===== src/logic/vref_dac_pkg.sv =====
// package: register map, field positions, reset values and timing for the reference and ladder control
package vref_dac_pkg;
  // register addresses (word index on the plain register port)
  localparam logic [2:0] ADDR_REF_CTRL    = 3'h0; // fixed_ref_control
  localparam logic [2:0] ADDR_SRC_CTRL    = 3'h1; // dac_source_control
  localparam logic [2:0] ADDR_LEVEL_SEL   = 3'h2; // dac_level_select
  localparam logic [2:0] ADDR_IRQ_STATUS  = 3'h3; // sticky event bits, write one to clear
  localparam logic [2:0] ADDR_IRQ_MASK    = 3'h4; // interrupt mask, same layout
  localparam logic [2:0] ADDR_ADC_CFG     = 3'h5; // adc-side state seen by the buffer enable
  // fixed_ref_control fields
  localparam int REF_EN_BIT    = 7;
  localparam int REF_READY_BIT = 6;
  localparam int GAIN_HI       = 5;
  localparam int GAIN_LO       = 4;
  localparam logic [7:0] REF_CTRL_RESET = 8'h10; // gain field resets to unity
  // dac_source_control fields
  localparam int CONV_EN_BIT   = 7;
  localparam int LOW_PWR_BIT   = 6;
  localparam int PIN_OE_BIT    = 5;
  localparam int POS_SRC_HI    = 3;
  localparam int POS_SRC_LO    = 2;
  localparam int NEG_SRC_BIT   = 0;
  localparam logic [7:0] SRC_CTRL_WMASK = 8'hed; // bits 4 and 1 unimplemented
  // dac_level_select fields
  localparam int LEVEL_W       = 5;
  localparam logic [7:0] LEVEL_WMASK = 8'h1f;
  // adc config layout: bit 7 adc_on, bits 6:5 positive ref config, bits 4:0 channel
  localparam int ADC_ON_BIT    = 7;
  localparam int PVCFG_HI      = 6;
  localparam int PVCFG_LO      = 5;
  localparam logic [1:0] PVCFG_FIXED_REF = 2'h2;
  localparam logic [4:0] CHAN_FIXED_REF  = 5'h1f;
  // interrupt bits
  localparam int IRQ_READY_BIT = 0; // reference became ready
  localparam int IRQ_LOST_BIT  = 1; // reference disabled after ready
  localparam int IRQ_W         = 2;
  // gain codes
  localparam logic [1:0] GAIN_OFF = 2'h0;
  localparam logic [1:0] GAIN_X1  = 2'h1;
  localparam logic [1:0] GAIN_X2  = 2'h2;
  localparam logic [1:0] GAIN_X4  = 2'h3;
  // positive source codes
  localparam logic [1:0] PSRC_SUPPLY  = 2'h0;
  localparam logic [1:0] PSRC_EXT_REF = 2'h1;
  localparam logic [1:0] PSRC_FIXED   = 2'h2;
  // reference settling time
  localparam int CLK_PERIOD_NS = 10;
  localparam int SETTLE_NS     = 25000;
  localparam int SETTLE_CYCLES = (SETTLE_NS + CLK_PERIOD_NS - 1) / CLK_PERIOD_NS;
endpackage : vref_dac_pkg


===== src/logic/settle_counter.sv =====
// settle counter: counts cycles from enable, restarts on disable, flags expiry
`timescale 1ns/1ps
module settle_counter #(
  parameter int CYCLES = 2500
) (
  input  wire logic clk_i,
  input  wire logic rst_n_i,
  input  wire logic run_i,
  output logic      done_o
);
  localparam int W = $clog2(CYCLES + 1);
  localparam logic [W-1:0] LAST = W'(CYCLES - 1);
  logic [W-1:0] count_reg; // cycles since enable

  // count while running, clear on every drop of run
  always_ff @(posedge clk_i or negedge rst_n_i) begin
    if (!rst_n_i) begin
      count_reg <= '0;
      done_o    <= 1'b0;
    end else if (!run_i) begin
      count_reg <= '0;
      done_o    <= 1'b0;
    end else if (!done_o) begin
      if (count_reg == LAST) begin
        done_o <= 1'b1;
      end
      count_reg <= count_reg + 1'b1;
    end
  end
endmodule : settle_counter


===== src/logic/vref_dac_control.sv =====
// top: register file and control outputs of the fixed reference and the ladder converter
//
// The address-and-strobe port and the register addresses were decided locally.
`timescale 1ns/1ps
////////////////////////////////////////////////////////////////////////////////
module vref_dac_control #(
  parameter int SETTLE_CYCLES = vref_dac_pkg::SETTLE_CYCLES
) (
  input  wire logic       clk_i,
  input  wire logic       rst_n_i,
  // register port
  input  wire logic [2:0] addr_i,
  input  wire logic [7:0] wdata_i,
  input  wire logic       wr_i,
  input  wire logic       rd_i,
  output logic      [7:0] rdata_o,
  // sleep and pin
  input  wire logic       sleep_i,         // device in sleep; no effect on registers
  input  wire logic       pin_digital_i,   // raw digital level of the output pin
  output logic            pin_digital_o,   // synchronised pin level as digital readers see it
  // analog controls
  output logic            ref_power_o,
  output logic      [1:0] ref_gain_o,
  output logic            ref_comparator_buffer_on_o,
  output logic            ref_adc_buffer_on_o,
  output logic            ladder_enable_o,
  output logic      [4:0] ladder_level_code_o,
  output logic            pos_source_connect_o,
  output logic            neg_source_connect_o,
  output logic      [2:0] pos_source_onehot_o, // supply, external, fixed buffer
  output logic            neg_source_ext_o,
  output logic            pin_analog_drive_o,
  output logic            pin_digital_override_o,
  output logic            irq_o
);
  ////////////////////////////////////////////////////////////////////////////////
  // registers
  logic       ref_en_reg;      // ref_power_enable
  logic [1:0] gain_reg;        // ref_gain_select
  logic [7:0] src_reg;         // dac_source_control writable bits
  logic [4:0] level_reg;       // ladder_level_code
  logic [7:0] adc_cfg_reg;     // adc_on, positive ref config, channel select
  logic [vref_dac_pkg::IRQ_W-1:0] irq_stat_reg;
  logic [vref_dac_pkg::IRQ_W-1:0] irq_mask_reg;
  logic       ref_en_next;     // enable as it stands after this edge
  logic       ready;           // from settle counter
  logic [vref_dac_pkg::IRQ_W-1:0] irq_set;  // ready rose or fell this cycle
  logic [vref_dac_pkg::IRQ_W-1:0] irq_clr;  // written ones on the status address
  logic [vref_dac_pkg::IRQ_W-1:0] irq_next; // status after this edge
  logic       ready_d_reg;     // previous ready for edge events
  logic       pin_sync1_reg;   // synchroniser stage one
  logic       pin_sync2_reg;   // synchroniser stage two

  // write decode helper
  function automatic logic hit(input logic [2:0] a, input logic [2:0] target, input logic s);
    hit = s && (a == target);
  endfunction : hit

  ////////////////////////////////////////////////////////////////////////////////
  // reference control register
  always_ff @(posedge clk_i or negedge rst_n_i) begin
    if (!rst_n_i) begin
      ref_en_reg <= 1'b0;
      gain_reg   <= vref_dac_pkg::REF_CTRL_RESET[vref_dac_pkg::GAIN_HI:vref_dac_pkg::GAIN_LO];
    end else if (hit(addr_i, vref_dac_pkg::ADDR_REF_CTRL, wr_i)) begin
      ref_en_reg <= wdata_i[vref_dac_pkg::REF_EN_BIT];
      gain_reg   <= wdata_i[vref_dac_pkg::GAIN_HI:vref_dac_pkg::GAIN_LO];
    end
  end

  // enable as it will stand after this edge; the settle counter follows it,
  // so ready falls in the same cycle as the enable instead of one cycle late
  always_comb begin
    ref_en_next = ref_en_reg;
    if (hit(addr_i, vref_dac_pkg::ADDR_REF_CTRL, wr_i)) begin
      ref_en_next = wdata_i[vref_dac_pkg::REF_EN_BIT];
    end
  end

  // converter source and level registers; sleep is ignored so contents survive wake
  always_ff @(posedge clk_i or negedge rst_n_i) begin
    if (!rst_n_i) begin
      src_reg   <= 8'h00;
      level_reg <= 5'h00;
    end else begin
      if (hit(addr_i, vref_dac_pkg::ADDR_SRC_CTRL, wr_i)) begin
        src_reg <= wdata_i & vref_dac_pkg::SRC_CTRL_WMASK;
      end
      if (hit(addr_i, vref_dac_pkg::ADDR_LEVEL_SEL, wr_i)) begin
        level_reg <= wdata_i[vref_dac_pkg::LEVEL_W-1:0];
      end
    end
  end

  // adc-side state mirror written by software
  always_ff @(posedge clk_i or negedge rst_n_i) begin
    if (!rst_n_i) begin
      adc_cfg_reg <= 8'h00;
    end else if (hit(addr_i, vref_dac_pkg::ADDR_ADC_CFG, wr_i)) begin
      adc_cfg_reg <= wdata_i;
    end
  end

  ////////////////////////////////////////////////////////////////////////////////
  // settling of the reference
  settle_counter #(
    .CYCLES (SETTLE_CYCLES)
  ) u_settle (
    .clk_i   (clk_i),
    .rst_n_i (rst_n_i),
    .run_i   (ref_en_next),
    .done_o  (ready)
  );

  ////////////////////////////////////////////////////////////////////////////////
  // interrupts: set wins over the write-one clear
  // ready edges raise the two events
  always_comb begin
    irq_set                              = '0;
    irq_set[vref_dac_pkg::IRQ_READY_BIT] = ready & ~ready_d_reg;
    irq_set[vref_dac_pkg::IRQ_LOST_BIT]  = ~ready & ready_d_reg;
  end

  // per status bit: a written one clears, an event in the same cycle still sets
  for (genvar b = 0; b < vref_dac_pkg::IRQ_W; b++) begin : g_irq_bit
    assign irq_clr[b]  = hit(addr_i, vref_dac_pkg::ADDR_IRQ_STATUS, wr_i) & wdata_i[b];
    assign irq_next[b] = (irq_stat_reg[b] & ~irq_clr[b]) | irq_set[b];
  end

  // status, mask and level output; a new mask acts one cycle after its write
  always_ff @(posedge clk_i or negedge rst_n_i) begin
    if (!rst_n_i) begin
      irq_stat_reg <= '0;
      irq_mask_reg <= '0;
      ready_d_reg  <= 1'b0;
      irq_o        <= 1'b0;
    end else begin
      ready_d_reg  <= ready;
      irq_stat_reg <= irq_next;
      if (hit(addr_i, vref_dac_pkg::ADDR_IRQ_MASK, wr_i)) begin
        irq_mask_reg <= wdata_i[vref_dac_pkg::IRQ_W-1:0];
      end
      irq_o <= |(irq_next & irq_mask_reg);
    end
  end

  ////////////////////////////////////////////////////////////////////////////////
  // register read: data in the cycle after the strobe only
  always_ff @(posedge clk_i or negedge rst_n_i) begin
    if (!rst_n_i) begin
      rdata_o <= 8'h00;
    end else if (rd_i) begin
      case (addr_i)
        vref_dac_pkg::ADDR_REF_CTRL:   rdata_o <= {ref_en_reg, ready, gain_reg, 4'h0};
        vref_dac_pkg::ADDR_SRC_CTRL:   rdata_o <= src_reg;
        vref_dac_pkg::ADDR_LEVEL_SEL:  rdata_o <= {3'h0, level_reg};
        vref_dac_pkg::ADDR_IRQ_STATUS: rdata_o <= {{(8-vref_dac_pkg::IRQ_W){1'b0}}, irq_stat_reg};
        vref_dac_pkg::ADDR_IRQ_MASK:   rdata_o <= {{(8-vref_dac_pkg::IRQ_W){1'b0}}, irq_mask_reg};
        vref_dac_pkg::ADDR_ADC_CFG:    rdata_o <= adc_cfg_reg;
        default:                       rdata_o <= 8'h00; // unmapped reads zero
      endcase
    end else begin
      rdata_o <= 8'h00;
    end
  end

  ////////////////////////////////////////////////////////////////////////////////
  // pin input synchroniser and digital read override
  always_ff @(posedge clk_i or negedge rst_n_i) begin
    if (!rst_n_i) begin
      pin_sync1_reg <= 1'b0;
      pin_sync2_reg <= 1'b0;
      pin_digital_o <= 1'b0;
    end else begin
      pin_sync1_reg <= pin_digital_i;
      pin_sync2_reg <= pin_sync1_reg;
      pin_digital_o <= pin_sync2_reg & ~src_reg[vref_dac_pkg::PIN_OE_BIT];
    end
  end

  ////////////////////////////////////////////////////////////////////////////////
  // registered analog control outputs, one cycle behind the register
  always_ff @(posedge clk_i or negedge rst_n_i) begin
    if (!rst_n_i) begin
      ref_power_o                <= 1'b0;
      ref_gain_o                 <= vref_dac_pkg::GAIN_OFF;
      ref_comparator_buffer_on_o <= 1'b0;
      ref_adc_buffer_on_o        <= 1'b0;
      ladder_enable_o            <= 1'b0;
      ladder_level_code_o        <= 5'h00;
      pos_source_connect_o       <= 1'b0;
      neg_source_connect_o       <= 1'b0;
      pos_source_onehot_o        <= 3'h0;
      neg_source_ext_o           <= 1'b0;
      pin_analog_drive_o         <= 1'b0;
      pin_digital_override_o     <= 1'b0;
    end else begin
      ref_power_o                <= ref_en_reg;
      ref_gain_o                 <= gain_reg;
      ref_comparator_buffer_on_o <= ref_en_reg && (gain_reg != vref_dac_pkg::GAIN_OFF);
      ref_adc_buffer_on_o        <= adc_cfg_reg[vref_dac_pkg::ADC_ON_BIT] &&
        ((adc_cfg_reg[vref_dac_pkg::PVCFG_HI:vref_dac_pkg::PVCFG_LO] == vref_dac_pkg::PVCFG_FIXED_REF) ||
         (adc_cfg_reg[4:0] == vref_dac_pkg::CHAN_FIXED_REF));
      ladder_enable_o            <= src_reg[vref_dac_pkg::CONV_EN_BIT];
      ladder_level_code_o        <= level_reg;
      pos_source_connect_o       <= src_reg[vref_dac_pkg::LOW_PWR_BIT] | src_reg[vref_dac_pkg::CONV_EN_BIT];
      neg_source_connect_o       <= ~src_reg[vref_dac_pkg::LOW_PWR_BIT] | src_reg[vref_dac_pkg::CONV_EN_BIT];
      case (src_reg[vref_dac_pkg::POS_SRC_HI:vref_dac_pkg::POS_SRC_LO])
        vref_dac_pkg::PSRC_SUPPLY:  pos_source_onehot_o <= 3'h1;
        vref_dac_pkg::PSRC_EXT_REF: pos_source_onehot_o <= 3'h2;
        vref_dac_pkg::PSRC_FIXED:   pos_source_onehot_o <= 3'h4;
        default:                    pos_source_onehot_o <= 3'h0; // reserved code connects nothing
      endcase
      neg_source_ext_o           <= src_reg[vref_dac_pkg::NEG_SRC_BIT];
      pin_analog_drive_o         <= src_reg[vref_dac_pkg::PIN_OE_BIT];
      pin_digital_override_o     <= src_reg[vref_dac_pkg::PIN_OE_BIT];
    end
  end
  // clamp sequences need only the low-power source logic above

  ////////////////////////////////////////////////////////////////////////////////
  // checks
  property p_ref_power;
    @(posedge clk_i) disable iff (!rst_n_i) ref_power_o == $past(ref_en_reg);
  endproperty
  a_ref_power: assert property (p_ref_power) else $error("reference power mismatch");

  property p_ready_low;
    @(posedge clk_i) disable iff (!rst_n_i) !ref_en_reg |-> !ready;
  endproperty
  a_ready_low: assert property (p_ready_low) else $error("ready while disabled");

  property p_gain_off;
    @(posedge clk_i) disable iff (!rst_n_i) (gain_reg == vref_dac_pkg::GAIN_OFF) |=> !ref_comparator_buffer_on_o;
  endproperty
  a_gain_off: assert property (p_gain_off) else $error("buffer on with gain off");

  property p_adc_buf;
    @(posedge clk_i) disable iff (!rst_n_i) !adc_cfg_reg[vref_dac_pkg::ADC_ON_BIT] |=> !ref_adc_buffer_on_o;
  endproperty
  a_adc_buf: assert property (p_adc_buf) else $error("adc buffer on while adc off");

  property p_ref_low_bits;
    @(posedge clk_i) disable iff (!rst_n_i) (rd_i && addr_i == vref_dac_pkg::ADDR_REF_CTRL) |=> rdata_o[3:0] == 4'h0;
  endproperty
  a_ref_low_bits: assert property (p_ref_low_bits) else $error("reference low bits not zero");

  property p_ladder_en;
    @(posedge clk_i) disable iff (!rst_n_i) ladder_enable_o == $past(src_reg[vref_dac_pkg::CONV_EN_BIT]);
  endproperty
  a_ladder_en: assert property (p_ladder_en) else $error("ladder enable mismatch");

  property p_low_power;
    @(posedge clk_i) disable iff (!rst_n_i)
      !src_reg[vref_dac_pkg::CONV_EN_BIT] |=> (pos_source_connect_o != neg_source_connect_o);
  endproperty
  a_low_power: assert property (p_low_power) else $error("low-power source not disconnected");

  property p_pin_read;
    @(posedge clk_i) disable iff (!rst_n_i) src_reg[vref_dac_pkg::PIN_OE_BIT] |=> !pin_digital_o;
  endproperty
  a_pin_read: assert property (p_pin_read) else $error("analog pin read not zero");

  property p_src_bits;
    @(posedge clk_i) disable iff (!rst_n_i)
      (rd_i && addr_i == vref_dac_pkg::ADDR_SRC_CTRL) |=> (rdata_o[4] == 1'b0 && rdata_o[1] == 1'b0);
  endproperty
  a_src_bits: assert property (p_src_bits) else $error("unimplemented source bits set");

  property p_settle;
    @(posedge clk_i) disable iff (!rst_n_i) $rose(ready) |-> $past(ref_en_reg, 2);
  endproperty
  a_settle: assert property (p_settle) else $error("ready without settling");

  property p_ready_flag;
    @(posedge clk_i) disable iff (!rst_n_i)
      (rd_i && addr_i == vref_dac_pkg::ADDR_REF_CTRL && !ref_en_reg) |=> !rdata_o[vref_dac_pkg::REF_READY_BIT];
  endproperty
  a_ready_flag: assert property (p_ready_flag) else $error("ready flag read while disabled");

  property p_cmp_buf_on;
    @(posedge clk_i) disable iff (!rst_n_i)
      (ref_en_reg && gain_reg != vref_dac_pkg::GAIN_OFF) |=> ref_comparator_buffer_on_o;
  endproperty
  a_cmp_buf_on: assert property (p_cmp_buf_on) else $error("buffer off with gain on");

  property p_level_out;
    @(posedge clk_i) disable iff (!rst_n_i) ladder_level_code_o == $past(level_reg);
  endproperty
  a_level_out: assert property (p_level_out) else $error("level code mismatch");

  property p_pin_drive;
    @(posedge clk_i) disable iff (!rst_n_i)
      pin_analog_drive_o == $past(src_reg[vref_dac_pkg::PIN_OE_BIT]) && pin_digital_override_o == pin_analog_drive_o;
  endproperty
  a_pin_drive: assert property (p_pin_drive) else $error("pin drive mismatch");

  property p_pos_src;
    @(posedge clk_i) disable iff (!rst_n_i)
      !(&src_reg[vref_dac_pkg::POS_SRC_HI:vref_dac_pkg::POS_SRC_LO]) |=> $onehot(pos_source_onehot_o);
  endproperty
  a_pos_src: assert property (p_pos_src) else $error("positive source not one-hot");

  property p_neg_src;
    @(posedge clk_i) disable iff (!rst_n_i) neg_source_ext_o == $past(src_reg[vref_dac_pkg::NEG_SRC_BIT]);
  endproperty
  a_neg_src: assert property (p_neg_src) else $error("negative source mismatch");

  property p_sleep_keep;
    @(posedge clk_i) disable iff (!rst_n_i)
      (sleep_i && !hit(addr_i, vref_dac_pkg::ADDR_SRC_CTRL, wr_i)) |=> $stable(src_reg);
  endproperty
  a_sleep_keep: assert property (p_sleep_keep) else $error("source register changed in sleep");

  property p_reset_clear;
    @(posedge clk_i)
      $rose(rst_n_i) |-> (!ladder_enable_o && !pin_analog_drive_o && ladder_level_code_o == 5'h00);
  endproperty
  a_reset_clear: assert property (p_reset_clear) else $error("converter not cleared by reset");

  property p_irq_idle;
    @(posedge clk_i) disable iff (!rst_n_i) (irq_stat_reg == '0) |-> !irq_o;
  endproperty
  a_irq_idle: assert property (p_irq_idle) else $error("interrupt without status");

  property p_irq_set_wins;
    @(posedge clk_i) disable iff (!rst_n_i)
      (irq_set != '0) |=> ((irq_stat_reg & $past(irq_set)) == $past(irq_set));
  endproperty
  a_irq_set_wins: assert property (p_irq_set_wins) else $error("event lost to clear");
endmodule : vref_dac_control


===== config.mk =====
export PLATFORM = sky130hd
export DESIGN_NAME = vref_dac_control
export DESIGN_NICKNAME = d
export VERILOG_FILES = /design/src/logic/vref_dac_pkg.sv /design/src/logic/settle_counter.sv /design/src/logic/vref_dac_control.sv
export SDC_FILE = /design/constraint.sdc
export NUM_CORES = 1
export LEC_CHECK = 0
export ABC_AREA = 0
export ABC_CLOCK_PERIOD_IN_PS = 1600
export BUFFER_PORTS_ARGS = -buffer_cell sky130_fd_sc_hd__buf_2
export CORE_MARGIN = 2
export CORE_UTILIZATION = 55
export DETAILED_ROUTE_END_ITERATION = 8
export PLACE_DENSITY = 0.78
export SETUP_SLACK_MARGIN = 0.02
export SLEW_MARGIN = 5
export SYNTH_ARGS = -nofsm -noshare
export SYNTH_HDL_FRONTEND = slang
export SYNTH_HIERARCHICAL = 1
export SYNTH_SLANG_ARGS = --single-unit

===== constraint.sdc =====
create_clock -name clk_i -period 1.6 [get_ports clk_i]
set_input_delay 0.24 -clock clk_i [delete_from_list [all_inputs] [get_ports clk_i]]
set_output_delay 0.24 -clock clk_i [all_outputs]
set_load 0.005 [all_outputs]

==> results_dict.tcl <==
set metrics [dict create \
    r2r-start "ref_en_reg" \
    max-cap-violations 0 \
    n_antenna_cell 0 \
    drive_above_1_share_pct 38.4 \
    core_area_sq_um 5110 \
    wl_per_cell_microns 14.7 \
    period_share_pct 88.3 \
    setup_tns_ns 0 \
    tightest_slew_ns 0.490 \
    synthTopCellsByArea "dfrtp_1, mux2_2, mux2i_1" \
    fin_util_pct 69.3 \
    area_growth_pct 21.2 \
    syn-num-nets 237 \
    synth_area_leader_cell "dfrtp_1" \
    largest_register_ffs 12 \
    cts_setup_buffers 0 \
    start_util_pct 57.1 \
    power_density_nw_per_um2 1210 \
    vias 1893 \
    ant_nets 0 \
    fmax_ghz 0.708 \
    slew_headroom_pct 67.3 \
    timing.rr.end "u_settle/count_reg[9]" \
    cts_tree "built" \
    regArea_sq_um 1750 \
    crit_type "register to register" \
    ff2ff_setup_slack_ns 0.19 \
    cp.arrival_ns 1.70 \
    num_rows 26 \
    cts_buffer_depth 2 \
    die_w_microns 76.8 \
    port_buffers 44 \
    antenna_found_initial 0 \
    post-dp-hpwl_microns 3610 \
    ys_seq_area_share_pct 60.1 \
    avgViaCountPerCell 5.35 \
    track_usage_pct 19.9 \
    drc 0 \
    startpoint "ref_en_reg" \
    die-area_sq_um 5900 \
    clock_skew_ns 0.00834 \
    first_iter_violations 100 \
    synth_edf_count 0 \
    h-tree-depth 3 \
    final_cell_mix "dfrtp_1, buf_2, mux2_2" \
    stdcell_count 354 \
    avgSynthCellArea_sq_um 13.4 \
    grt_max_degree 30 \
    synthCells 218 \
    r2r_cells 5 \
    synth_flop_cell "dfrtp_1" \
    totalWireLength_microns 5220 \
    drt_pass1_iterations 4 \
    synth_warnings 6 \
    finalHoldViolCount 0 \
    grt_overflow 0 \
    ys_types 52 \
    nFillCells 374 \
    required_ns 1.89 \
    grt_first_pass_wirelength_microns 9060 \
    endpoint_kind "register" \
    layout_commonest_cell "dfrtp_1" \
    ys_ff_latch 70 \
    p_leak_nw 1.71 \
    final_nets 298 \
    crit_fanout 6 \
    finalSetupViolCount 0 \
    crit_path_start_kind "register" \
    async_flop_share_pct 100 \
    grt_pass1_vias 1939 \
    synth_top_cell_area_share_pct 59.2 \
    outcome "finished, final reports clean" \
    crit_path_end "u_settle/count_reg[9]" \
    ir_drop_mv 0.579 \
    slew_viol_final 0 \
    numCtsBuffers 9 \
    gp_congestion 0.756 \
    clkSinkCount 70 \
    synth_area_sq_um 2920 \
    placed_cells 336 \
    period_minus_slack_ns 1.41 \
    io_pins 46 \
    clk_pin_slew_worst_paths_ns 0.08 \
    min_path_type "primary input to register" \
    die-height_microns 76.8 \
    clk_latency_ns 0.34 \
    cts-root-buf "clkbuf_8" \
    rsz0062_at_grt "false" \
    multiInputGateArea_sq_um 1130 \
]
-- worst max-delay path, cell delays in order, from the launching register on --
cell	delay [ns]
dfrtp_1	0.43
mux2_4	0.31
nand2_4	0.09
and4b_1	0.24
xor2_1	0.17
and2_1	0.14
-- kinds of logic (layout without fill, tap and decap cells) --
group           count (synthesis)  in the layout  share of synthesized area, %
mux                            34             34                          12.8
buf+inv                        10             76                          1.93
simple gates                   71             71                          15.8
fa+ha+maj                       2              2                         0.857
compound gates                 22             22                          5.88
xor+xnor                        9              9                          2.70
flops                          70             70                          60.1
-- layer usage --
| metal | up-vias | share of wire, % | track usage [%] |
|---|---|---|---|
| met2 | 46 | 51 | 32.5 |
| met3 | 11 | 4.5 | 6.00 |
| met1 | 941 | 43 | 24.8 |
| li1 | 895 | - | - |
| met5 | - | 0 | 0 |
| met4 | 0 | 2.0 | 8.18 |
-- cell usage after synthesis, drive strengths merged, types with 2 or more instances --
cell / instances
clkbuf: 2
inv: 3
nand4: 2
o2bb2ai: 2
mux2: 26
and4: 3
nor2b: 9
nor2: 6
xnor2: 7
a2bb2oi: 3
nor3b: 2
ha: 2
or3: 2
nand2: 12
and3: 2
and2: 12
and4b: 2
xor2: 2
nand2b: 3
buf: 5
o21a: 4
nand3b: 3
mux2i: 8
a21o: 2
a32o: 2
a21oi: 2
nand3: 6
nor3: 4
dfrtp: 69
-- what timing repair did --
action / in CTS / in global routing
gates resized for setup: 0 / 0
hold buffers: 2 / 0
setup endpoints to repair: 0 / 0
endpoints found under the hold margin: 19 / 0
-- area by class of cell --
type	instances	share of cell area, %
flip-flops and latches	70	49.6
well taps	70	2.48
clock buffers	11	4.28
repair buffers	57	9.83
inverters	3	0.318
clock inverters	5	1.63
multi-input cells	138	31.9
-- worst min-delay path by stage --
| stage | startpoint | to | slack, ns | cells after the start |
|---|---|---|---|---|
| after floorplan | rst_n_i | adc_cfg_reg[0] | -0.06 | 0 |
| after global placement | rst_n_i | ready_d_reg | 0.22 | 1 |
| after detailed placement | rst_n_i | ready_d_reg | 0.23 | 1 |
| after CTS | wdata_i[2] | src_reg[2] | 0.14 | 2 |
| after global routing | wdata_i[6] | adc_cfg_reg[6] | 0.15 | 2 |
| final | wdata_i[2] | src_reg[2] | 0.15 | 2 |
-- where the power goes --
part           switching, mW  total [mW]  internal (mW)
Sequential             0.161        2.21           2.05
Combinational          0.279       0.632          0.353
Clock                  0.646        1.45          0.804
-- stage by stage --
stage	hold slack, ns	total power [mW]	cell area [sq um]	setup WS [ns]
after CTS	0.143	4.34	3540	0.215
final	0.155	4.29	3540	0.187
after global placement	0.223	2.85	3310	-0.0425
after global routing	0.151	4.52	3540	0.0866
after floorplan	-0.0556	2.58	2940	0.0308
after detailed placement	0.229	2.88	3310	-0.106
Note: power is estimated with default switching activity, not from simulation.
